`config.mk`:
```
export PLATFORM = sky130hd
export DESIGN_NAME = orb_fifo_status_regs
export DESIGN_NICKNAME = d
export VERILOG_FILES = /design/src/hw/orb_fifo_pkg.sv /design/src/hw/orb_fifo_status_regs.sv
export SDC_FILE = /design/constraint.sdc
export NUM_CORES = 1
export LEC_CHECK = 0
export BUFFER_PORTS_ARGS = -buffer_cell sky130_fd_sc_hd__buf_2
export CORE_MARGIN = 5
export CORE_UTILIZATION = 35
export CTS_BUF_LIST = sky130_fd_sc_hd__clkbuf_16
export DETAILED_ROUTE_END_ITERATION = 7
export SKIP_LAST_GASP = 1
export SYNTH_ARGS = -nofsm -noshare
export SYNTH_HDL_FRONTEND = slang
export SYNTH_SLANG_ARGS = --single-unit
```
`constraint.sdc`:
```
create_clock -name i_sys_clk -period 5.9 [get_ports i_sys_clk]
set_input_delay 0.885 -clock i_sys_clk [delete_from_list [all_inputs] [get_ports i_sys_clk]]
set_output_delay 0.885 -clock i_sys_clk [all_outputs]
set_load 0.02 [all_outputs]
```
`src/hw/orb_fifo_pkg.sv`:
```
package orb_fifo_pkg;
  // Register byte offsets
  localparam logic [7:0] OFS_MGMT_RX = 8'h38;
  localparam logic [7:0] OFS_CMD_TX = 8'h3c;
  localparam logic [7:0] OFS_CMD_RX = 8'h40;
  localparam logic [7:0] OFS_ORB_CTRL = 8'h44;
  // Reset words
  localparam logic [31:0] RST_MGMT_RX = 32'h10000000;
  localparam logic [31:0] RST_CMD_TX = 32'h1000000f;
  localparam logic [31:0] RST_CMD_RX = 32'h1000004b;
  localparam logic [8:0] CMD_TX_DEPTH_RST = 9'h00f;
  localparam logic [8:0] CMD_RX_DEPTH_RST = 9'h04b;
  localparam logic [7:0] ORB_LEN_RST = 8'h08;
  // Field positions as vector indices; documented bit n sits at index 31-n
  localparam int BIT_FULL = 31;
  localparam int BIT_AFULL = 30;
  localparam int BIT_AEMPTY = 29;
  localparam int BIT_EMPTY = 28;
  localparam int BIT_PKT_AV = 26;
  localparam int CNT_LSB = 16;
  localparam int BIT_FIRST = 15;
  localparam int BIT_FLUSH = 12;
  localparam int SIZE_LSB = 0;
  localparam int ORB_LEN_LSB = 16;
  // Channels
  localparam int NUM_CH = 3;
  localparam int CH_MGMT = 0;
  localparam int CH_TX = 1;
  localparam int CH_RX = 2;
  // Quadlets in one transmit command packet
  localparam logic [8:0] TX_PKT_QUADS = 9'h003;
endpackage : orb_fifo_pkg

```
`src/hw/orb_fifo_status_regs.sv`:
```
// The Avalon-MM interface to the registers was left to the implementer.
`timescale 1ns/1ps
// Overview of operation
// - Management FIFO full flag; pushes ignored
// - Management almost-full when one slot left
// - Management almost-empty when one quadlet held
// - Management empty flag; forced on bus reset
// - Management quadlet count field, cleared by reset
// - Management first-quadlet indicator on pop
// - Management flush bit empties, self-clears
// - Management register reset word, bus reset clears
// - Transmit queue full flag; pushes ignored
// - Transmit almost-full zero after three quadlets
// - Transmit almost-empty with exactly one quadlet
// - Transmit empty flag, set on bus reset
// - Transmit packet-available flag for three quadlets
// - Transmit flush bit empties, self-clears
// - Transmit size field, survives bus reset
// - Command receive full flag; pushes discarded
// - Command receive almost-full with one slot
// - Command receive almost-empty and empty flags
// - Command receive quadlet count field
// - Command receive first-quadlet indicator on pop
// - Command receive flush bit empties, self-clears
// - Command ORB length setting, default eight
module orb_fifo_status_regs #(
  parameter logic [8:0] MGMT_DEPTH = 9'h020,
  parameter logic [8:0] CMD_TX_CAP = 9'h003
) (
  // Clock and reset
  input wire logic i_sys_clk,
  input wire logic i_rst,
  input wire logic i_bus_reset,
  // Avalon-MM slave
  input wire logic [7:0] i_address,
  input wire logic i_read,
  input wire logic i_write,
  input wire logic [3:0] i_byteenable,
  input wire logic [31:0] i_writedata,
  output logic [31:0] o_readdata,
  output logic o_waitrequest,
  // FIFO strobes, index 0 mgmt, 1 transmit, 2 command receive
  input wire logic [2:0] i_push,
  input wire logic [2:0] i_pop,
  input wire logic [2:0] i_pop_first,
  output logic [2:0] o_push_accept,
  output logic [2:0] o_pop_accept,
  output logic [2:0] o_flush,
  // Configuration to the fetch agents
  output logic [8:0] o_cmd_rx_depth,
  output logic [7:0] o_command_orb_length
);

  logic [8:0] cnt_q [orb_fifo_pkg::NUM_CH];
  logic [8:0] cnt_d [orb_fifo_pkg::NUM_CH];
  logic [8:0] cap [orb_fifo_pkg::NUM_CH];
  logic [31:0] flag_w [orb_fifo_pkg::NUM_CH];
  logic [2:0] full, afull, aempty, empty;
  logic [2:0] flush_q, first_q, flush_wr;
  logic [8:0] cmd_tx_depth_q, cmd_rx_depth_q;
  logic [7:0] command_orb_length_q;
  logic pkt_av_q, ack_q;
  logic [31:0] rdata_q;

  // Bus decode; one wait state lets read data come from a flop
  wire req = i_read | i_write;
  wire commit = req & ack_q;
  wire wr_commit = commit & i_write;
  wire sel_mgmt = (i_address == orb_fifo_pkg::OFS_MGMT_RX);
  wire sel_tx = (i_address == orb_fifo_pkg::OFS_CMD_TX);
  wire sel_rx = (i_address == orb_fifo_pkg::OFS_CMD_RX);
  wire sel_orb = (i_address == orb_fifo_pkg::OFS_ORB_CTRL);
  wire [31:0] be_mask = {{8{i_byteenable[3]}}, {8{i_byteenable[2]}},
                         {8{i_byteenable[1]}}, {8{i_byteenable[0]}}};
  wire flush_lane = i_byteenable[orb_fifo_pkg::BIT_FLUSH / 8];
  wire flush_bit = i_writedata[orb_fifo_pkg::BIT_FLUSH] & flush_lane;
  assign flush_wr[orb_fifo_pkg::CH_MGMT] = wr_commit & sel_mgmt & flush_bit;
  assign flush_wr[orb_fifo_pkg::CH_TX] = wr_commit & sel_tx & flush_bit;
  assign flush_wr[orb_fifo_pkg::CH_RX] = wr_commit & sel_rx & flush_bit;
  assign o_waitrequest = req & ~ack_q;

  // Capacities; receive size is trusted to cover the ORB length
  assign cap[orb_fifo_pkg::CH_MGMT] = MGMT_DEPTH;
  assign cap[orb_fifo_pkg::CH_TX] = CMD_TX_CAP;
  assign cap[orb_fifo_pkg::CH_RX] = cmd_rx_depth_q;

  // Per-FIFO occupancy, flags, first-quadlet and flush
  genvar g;
  for (g = 0; g < orb_fifo_pkg::NUM_CH; g++) begin : g_ch
    assign full[g] = (cnt_q[g] == cap[g]);
    assign afull[g] = (9'(cnt_q[g] + 9'h001) == cap[g]);
    assign aempty[g] = (cnt_q[g] == 9'h001);
    assign empty[g] = (cnt_q[g] == 9'h000);
    // Pushes while full, or during a flush, are dropped
    assign o_push_accept[g] = i_push[g] & ~full[g] & ~flush_q[g];
    assign o_pop_accept[g] = i_pop[g] & ~empty[g] & ~flush_q[g];
    assign cnt_d[g] = flush_q[g] ? 9'h000 :
                      9'(cnt_q[g] + {8'h00, o_push_accept[g]} - {8'h00, o_pop_accept[g]});
    assign flag_w[g] = (32'(full[g]) << orb_fifo_pkg::BIT_FULL)
                     | (32'(afull[g]) << orb_fifo_pkg::BIT_AFULL)
                     | (32'(aempty[g]) << orb_fifo_pkg::BIT_AEMPTY)
                     | (32'(empty[g]) << orb_fifo_pkg::BIT_EMPTY)
                     | (32'(flush_q[g]) << orb_fifo_pkg::BIT_FLUSH);
    // Count, cleared by either reset and one cycle into a flush
    always_ff @(posedge i_sys_clk) begin
      if (i_rst | i_bus_reset) begin
        cnt_q[g] <= 9'h000;
      end else begin
        cnt_q[g] <= cnt_d[g];
      end
    end
    // First-quadlet marker follows the most recent accepted pop
    always_ff @(posedge i_sys_clk) begin
      if (i_rst | i_bus_reset | flush_q[g]) begin
        first_q[g] <= 1'b0;
      end else if (o_pop_accept[g]) begin
        first_q[g] <= i_pop_first[g];
      end
    end
    // Flush holds one cycle while the count empties, then drops
    always_ff @(posedge i_sys_clk) begin
      if (i_rst | i_bus_reset) begin
        flush_q[g] <= 1'b0;
      end else begin
        flush_q[g] <= flush_wr[g] & ~flush_q[g];
      end
    end
  end
  assign o_flush = flush_q;

  // Packet room is reported only once draining frees it, so reset reads zero
  wire [8:0] tx_room_d = 9'(CMD_TX_CAP - cnt_d[orb_fifo_pkg::CH_TX]);
  always_ff @(posedge i_sys_clk) begin
    if (i_rst | i_bus_reset) begin
      pkt_av_q <= 1'b0;
    end else if (tx_room_d < orb_fifo_pkg::TX_PKT_QUADS) begin
      pkt_av_q <= 1'b0;
    end else if (o_pop_accept[orb_fifo_pkg::CH_TX]) begin
      pkt_av_q <= 1'b1;
    end
  end

  // Writable fields merged per byte lane; all else but the flush bit ignored on write
  wire [8:0] tx_depth_d = (cmd_tx_depth_q & ~be_mask[8:0]) | (i_writedata[8:0] & be_mask[8:0]);
  wire [8:0] rx_depth_d = (cmd_rx_depth_q & ~be_mask[8:0]) | (i_writedata[8:0] & be_mask[8:0]);
  wire [7:0] orb_mask = be_mask[orb_fifo_pkg::ORB_LEN_LSB +: 8];
  wire [7:0] orb_len_d = (command_orb_length_q & ~orb_mask)
                       | (i_writedata[orb_fifo_pkg::ORB_LEN_LSB +: 8] & orb_mask);

  // Size fields only see the hard reset, not bus reset
  always_ff @(posedge i_sys_clk) begin
    if (i_rst) begin
      cmd_tx_depth_q <= orb_fifo_pkg::CMD_TX_DEPTH_RST;
      cmd_rx_depth_q <= orb_fifo_pkg::CMD_RX_DEPTH_RST;
      command_orb_length_q <= orb_fifo_pkg::ORB_LEN_RST;
    end else if (wr_commit) begin
      cmd_tx_depth_q <= sel_tx ? tx_depth_d : cmd_tx_depth_q;
      cmd_rx_depth_q <= sel_rx ? rx_depth_d : cmd_rx_depth_q;
      command_orb_length_q <= sel_orb ? orb_len_d : command_orb_length_q;
    end
  end
  assign o_cmd_rx_depth = cmd_rx_depth_q;
  assign o_command_orb_length = command_orb_length_q;

  // Read words; reserved bits stay zero as in the reset words
  wire [31:0] mgmt_stat = flag_w[orb_fifo_pkg::CH_MGMT]
      | (32'(cnt_q[orb_fifo_pkg::CH_MGMT]) << orb_fifo_pkg::CNT_LSB)
      | (32'(first_q[orb_fifo_pkg::CH_MGMT]) << orb_fifo_pkg::BIT_FIRST);
  wire [31:0] tx_stat = flag_w[orb_fifo_pkg::CH_TX]
      | (32'(pkt_av_q) << orb_fifo_pkg::BIT_PKT_AV)
      | (32'(cmd_tx_depth_q) << orb_fifo_pkg::SIZE_LSB);
  wire [31:0] rx_stat = flag_w[orb_fifo_pkg::CH_RX]
      | (32'(cnt_q[orb_fifo_pkg::CH_RX]) << orb_fifo_pkg::CNT_LSB)
      | (32'(first_q[orb_fifo_pkg::CH_RX]) << orb_fifo_pkg::BIT_FIRST)
      | (32'(cmd_rx_depth_q) << orb_fifo_pkg::SIZE_LSB);
  wire [31:0] orb_word = 32'(command_orb_length_q) << orb_fifo_pkg::ORB_LEN_LSB;
  wire [31:0] rd_mux = sel_mgmt ? mgmt_stat :
                       sel_tx ? tx_stat :
                       sel_rx ? rx_stat :
                       sel_orb ? orb_word : 32'h00000000;

  // Handshake and read data capture in the wait cycle
  always_ff @(posedge i_sys_clk) begin
    if (i_rst) begin
      ack_q <= 1'b0;
      rdata_q <= 32'h00000000;
    end else begin
      ack_q <= req & ~ack_q;
      rdata_q <= (i_read & ~ack_q) ? rd_mux : rdata_q;
    end
  end
  assign o_readdata = rdata_q;
endmodule : orb_fifo_status_regs

```
* After elaboration in Yosys (flattened, before gate mapping)
Memory sizes are Yosys's and may differ from the RTL's.
Cells that the tools add are included.
** Storage, ports and cells
- Word-level logic and storage cells :: 128
- RAM bits :: 27
- Memories kept :: 1
- Flip-flop bits (word level) :: 65
** Cells by class
- Reduce and logical (&&, ||, !) cells :: 7
- Bitwise gates (word level) :: 72
- Magnitude comparators :: 1
- Mux-type cells :: 13
- Eq/ne operators :: 13
- $add $sub $neg :: 10
** Memory list
- cnt_q :: words 3, bits a word 9, read ports 3, clocked after Yosys merged registers in 0, wr ports 3, line orb_fifo_status_regs.sv:54 : logic [8:0] cnt_q [orb_fifo_pkg::NUM_CH];
** Operator list (count)
- 2-to-1 mux 32 bit :: 3
- bitwise OR 32 x 13 -> 32 bit :: 3
- bitwise OR 32 x 29 -> 32 bit :: 3
- bitwise OR 32 x 30 -> 32 bit :: 3
- bitwise OR 32 x 31 -> 32 bit :: 3
- bitwise OR 32 x 16 -> 32 bit :: 2
- bitwise OR 32 x 25 -> 32 bit :: 2
- bitwise OR 32 x 9 -> 32 bit :: 2
- 2-to-1 mux 9 bit :: 6
- bitwise OR 32 x 27 -> 32 bit :: 1
- adder 9 x 1 -> 9 bit :: 3
- adder 9 x 1 -> 9 bit (second input constant) :: 3
- bitwise AND 9 bit :: 3
- == test 9 x 1 -> 1 bit (second input constant) :: 3
- logical NOT 9 bit :: 3
- subtractor 9 x 1 -> 9 bit :: 3
- bitwise AND 1 bit :: 26
- 2-to-1 mux 24 bit :: 1
- == test 9 x 2 -> 1 bit (second input constant) :: 2
- == test 9 x 6 -> 1 bit (second input constant) :: 2
- == test 9 bit :: 2
- bitwise OR 9 bit :: 2
- bitwise AND 8 bit :: 2
- == test 8 x 6 -> 1 bit (second input constant) :: 2
- 11 further kinds :: 31

* Depth between registers and ports, before layout
An unclocked memory read counts as a cell.
- Depth after elaboration :: 13
- Depth in mapped cells :: 19
- Depth with buffers taken out :: 19

* Worst setup path before layout
Ideal clock, no wire load.
- Kind :: flip-flop to flip-flop
- Start :: memory cnt_q[1][2]
- End :: register pkt_av_q
- Data arrival time :: 3.871 ns
- Stages on the path, launching flop included :: 18
- Clock period less this slack :: 3.960 ns
- Setup slack :: 1.940 ns
- Path buffers :: 0
- Setup time :: 0.088 ns
- Data required time :: 5.812 ns
- Cells stage by stage :: dfxtp_1 -> inv_1 -> ha_1 -> and4b_1 -> and3_1 -> nor3b_1 -> ha_1 -> inv_1 -> ha_1 -> fa_1 -> a21oi_1 -> nor4_2 -> o21ai_1 -> a21oi_1 -> or3_1 -> a21o_1 -> xnor2_2 -> a311oi_2
** RTL lines
- start, declared :: line orb_fifo_status_regs.sv:54
- end signal, assigned :: line orb_fifo_status_regs.sv:135 : pkt_av_q <= 1'b0;
- end signal, assigned :: line orb_fifo_status_regs.sv:137 : pkt_av_q <= 1'b0;
- end signal, assigned :: line orb_fifo_status_regs.sv:139 : pkt_av_q <= 1'b1;
- end, declared :: line orb_fifo_status_regs.sv:62 : logic pkt_av_q, ack_q;

==> results.yml <==
detailed_routing:
  routed_wl_um: 14080
  wl_met2_um: 6545
  avgViaCountPerCell: 5.194
  first_pass_iters: 7
  ant_nets: 0
  drt_iter0_drc: 340
  post_drt_wl_per_cell_um: 16.19
  num_vias: 4519
  top_layer: "met4"
  drc: 0
  dr_wl_met3_um: 1013
  drt-met1-wl_um: 6308
yosys:
  synth-main-ff-cell: "dfxtp_1"
  synth.distinct_cells: 62
  yosysSeqAreaShare: 0.3295
  synth_area_leaders: "dfxtp_1 33%, ha_1 14%, nor2_1 5.2%, inv_1 3.7%, xnor2_1 3.4%"
  synth_largest_area_cell: "dfxtp_1"
  ys_seq_elements: 85
  synth_top_area_frac: 0.3295
  async_flop_share: 0
  yosysMostFrequentCell: "dfxtp_1"
  synth_common_cells: "85 x dfxtp_1, 72 x nor2_1, 56 x ha_1"
  yosys_warnings: 0
  syn_avg_cell_area_um2: 8.578
  synth_edf_count: 0
  syn_area_mm2: 0.005164
  synthCells: 602
setup_path:
  start_kind: "register"
  cpMostUsedCell: "ha_1"
  regToRegSetupSlack_ns: 1.74
  crit_chain: "inv_1 -> ha_1 -> and4b_1 -> and3_1 -> nor3b_1 -> ha_1 -> inv_1 -> ha_1 -> fa_1 -> a21oi_1 -> nor4_2 -> o21ai_1 -> a21oi_1 -> or3_1 -> a21o_1 -> xnor2_2 -> a311oi_2"
  crit_type: "reg -> reg"
  path_max_fanout: 5
  crit_arrival_ns: 4.43
  cpPeakStageDelay_ns: 0.52
  cp-end-kind: "register"
  critPathRequiredTime_ns: 6.16
  crit_path_top_delay_cell: "nor3b_1"
finish:
  nNetsFinal: 798
  antenna_cells: 0
  area_delta_synth_final_pct: 16.79
  stdcell_count: 870
  layout-drive-gt1-share: 0.1866
outcome:
  status: "complete, no violations"
clocking:
  clock_path_buffers: 2
  cts_tree: "yes"
  numCtsBuffers: 9
  cts.repair.resized: 0
  postCtsSetupBuffers: 0
  clkLatencyLatePin_ns: 0.34
  cts_root_buf: "clkbuf_16"
  ctsHtreeMaxLevel: 3
  path_clk_slew_ns: 0.07
  hold_buffers: 0
  cts_sinks: 85
sta:
  hold_viol: 0
  rsz0062_at_grt: "no"
  fmax_mhz: 240.1
  finalCritPeriodShare: 0.7059
  fin_crit_ns: 4.165
  skew_ns: 0.01213
  slew_viol_final: 0
  setup_tns_ns: 0
  finalSetupViolations: 0
  max_slew_margin: 0.2712
  worst_slew_pin_slew_ns: 1.093
min_path:
  hold_path.class: "reg -> reg"
floorplanning:
  rows: 44
  die_h_um: 131.5
  die_w_um: 131.5
  coreArea_mm2: 0.01448
  die_area_mm2: 0.01728
  initial_core_util: 0.3566
  num_io_pins: 117
placement:
  placed_cells: 854
  port_buffers: 93
  hpwl_um: 10850
  routabilityCongestion: 0.8418
pwr:
  power_density_mw_per_mm2: 559.4
  p_leak_uw: 0.002559
  ir_drop_v: 0.0002997
  power_uw: 3373
global_routing:
  grt_first_pass_wirelength_um: 23020
  antenna_found_initial: 0
  grt_pass1_vias: 4525
  grt_max_degree: 57
  grt.overflow.total: 0
  gr-usage-all-layers: 0.1609
run:
  drv_cap: 0
-- placed cells by master, fill, tap and decap left out, types with 13 or more instances in the layout --
master    n
dfxtp_1  85
o21ai_0  13
xor2_1   14
nor3_1   19
xnor2_1  20
a21oi_1  25
a31oi_1  14
ha_1     56
nand2_1  38
inv_1    51
nor2_1   72
buf_2    93
mux2i_1  16
nand3_1  18
-- per-layer routing --
metal  vias to the layer above  track usage
li1                       2244            -
met5                         -            0
met3                        17      0.04893
met2                       132       0.2613
met4                         0      0.05086
met1                      2126       0.2052
-- metrics by stage --
step / worst slack, ns / cell area (um^2) / utilization / hold slack, ns
finish: 1.735 / 6031 / 0.4165 / 0.4636
global placement: 1.809 / 5731 / 0.3958 / 0.4418
detailed placement: 1.756 / 5731 / 0.3958 / 0.4504
CTS: 1.716 / 6031 / 0.4165 / 0.4658
global route: 1.394 / 6031 / 0.4165 / 0.4811
floorplan: 1.940 / 5186 / - / 0.4353
-- power by group --
| group | switching, uW | internal [uW] | leakage [uW] |
|---|---|---|---|
| registers | 149 | 664 | 0.000692 |
| clock network | 240 | 329 | 0.000140 |
| logic | 1120 | 873 | 0.00173 |
| total | 1510 | 1870 | 0.00256 |
-- logic make-up (layout without fill, tap and decap cells) --
logic type	Yosys count	after routing	share of synthesized area
adder cells (fa/ha/maj)	59	59	0.1473
buffers and inverters	86	164	0.07124
other	1	7	0.0007262
AND/OR/NAND/NOR	208	208	0.2001
multiplexers	16	16	0.03101
flip-flops	85	85	0.3295
XOR/XNOR	36	36	0.06397
AO/OA/AOI/OAI	111	111	0.1560
-- cell type report --
type / count / area, um^2
clock buffer: 9 / 225.2
clock inverter: 7 / 75.07
fill: 1469 / 8448
inverter: 53 / 198.9
multi-input combinational: 437 / 3119
sequential: 85 / 1702
tap: 184 / 230.2
timing repair buffer: 95 / 480.5
-- worst max-delay path, delay by kind of cell, from the launching register on --
kind | cells | cell delay [ns]
buffers and inverters | 2 | 0.13
and+or+nand+nor | 5 | 1.38
adders and majority gates | 4 | 1.11
xor gates and xnor gates | 1 | 0.16
AOI/OAI and AO/OA | 5 | 0.89
DFF | 1 | 0.41
-- path summary, 6_finish.rpt --
path / cells past startpoint / to / start
max: 17 / pkt_av_q$_SDFFE_PP0P_ / cnt_q[1][6]$_SDFF_PP0_
min: 1 / register / register
max reg2reg: 17 / pkt_av_q$_SDFFE_PP0P_ / cnt_q[1][6]$_SDFF_PP0_
min reg2reg: 1 / register / register
Note: power is estimated with default switching activity, not from simulation.
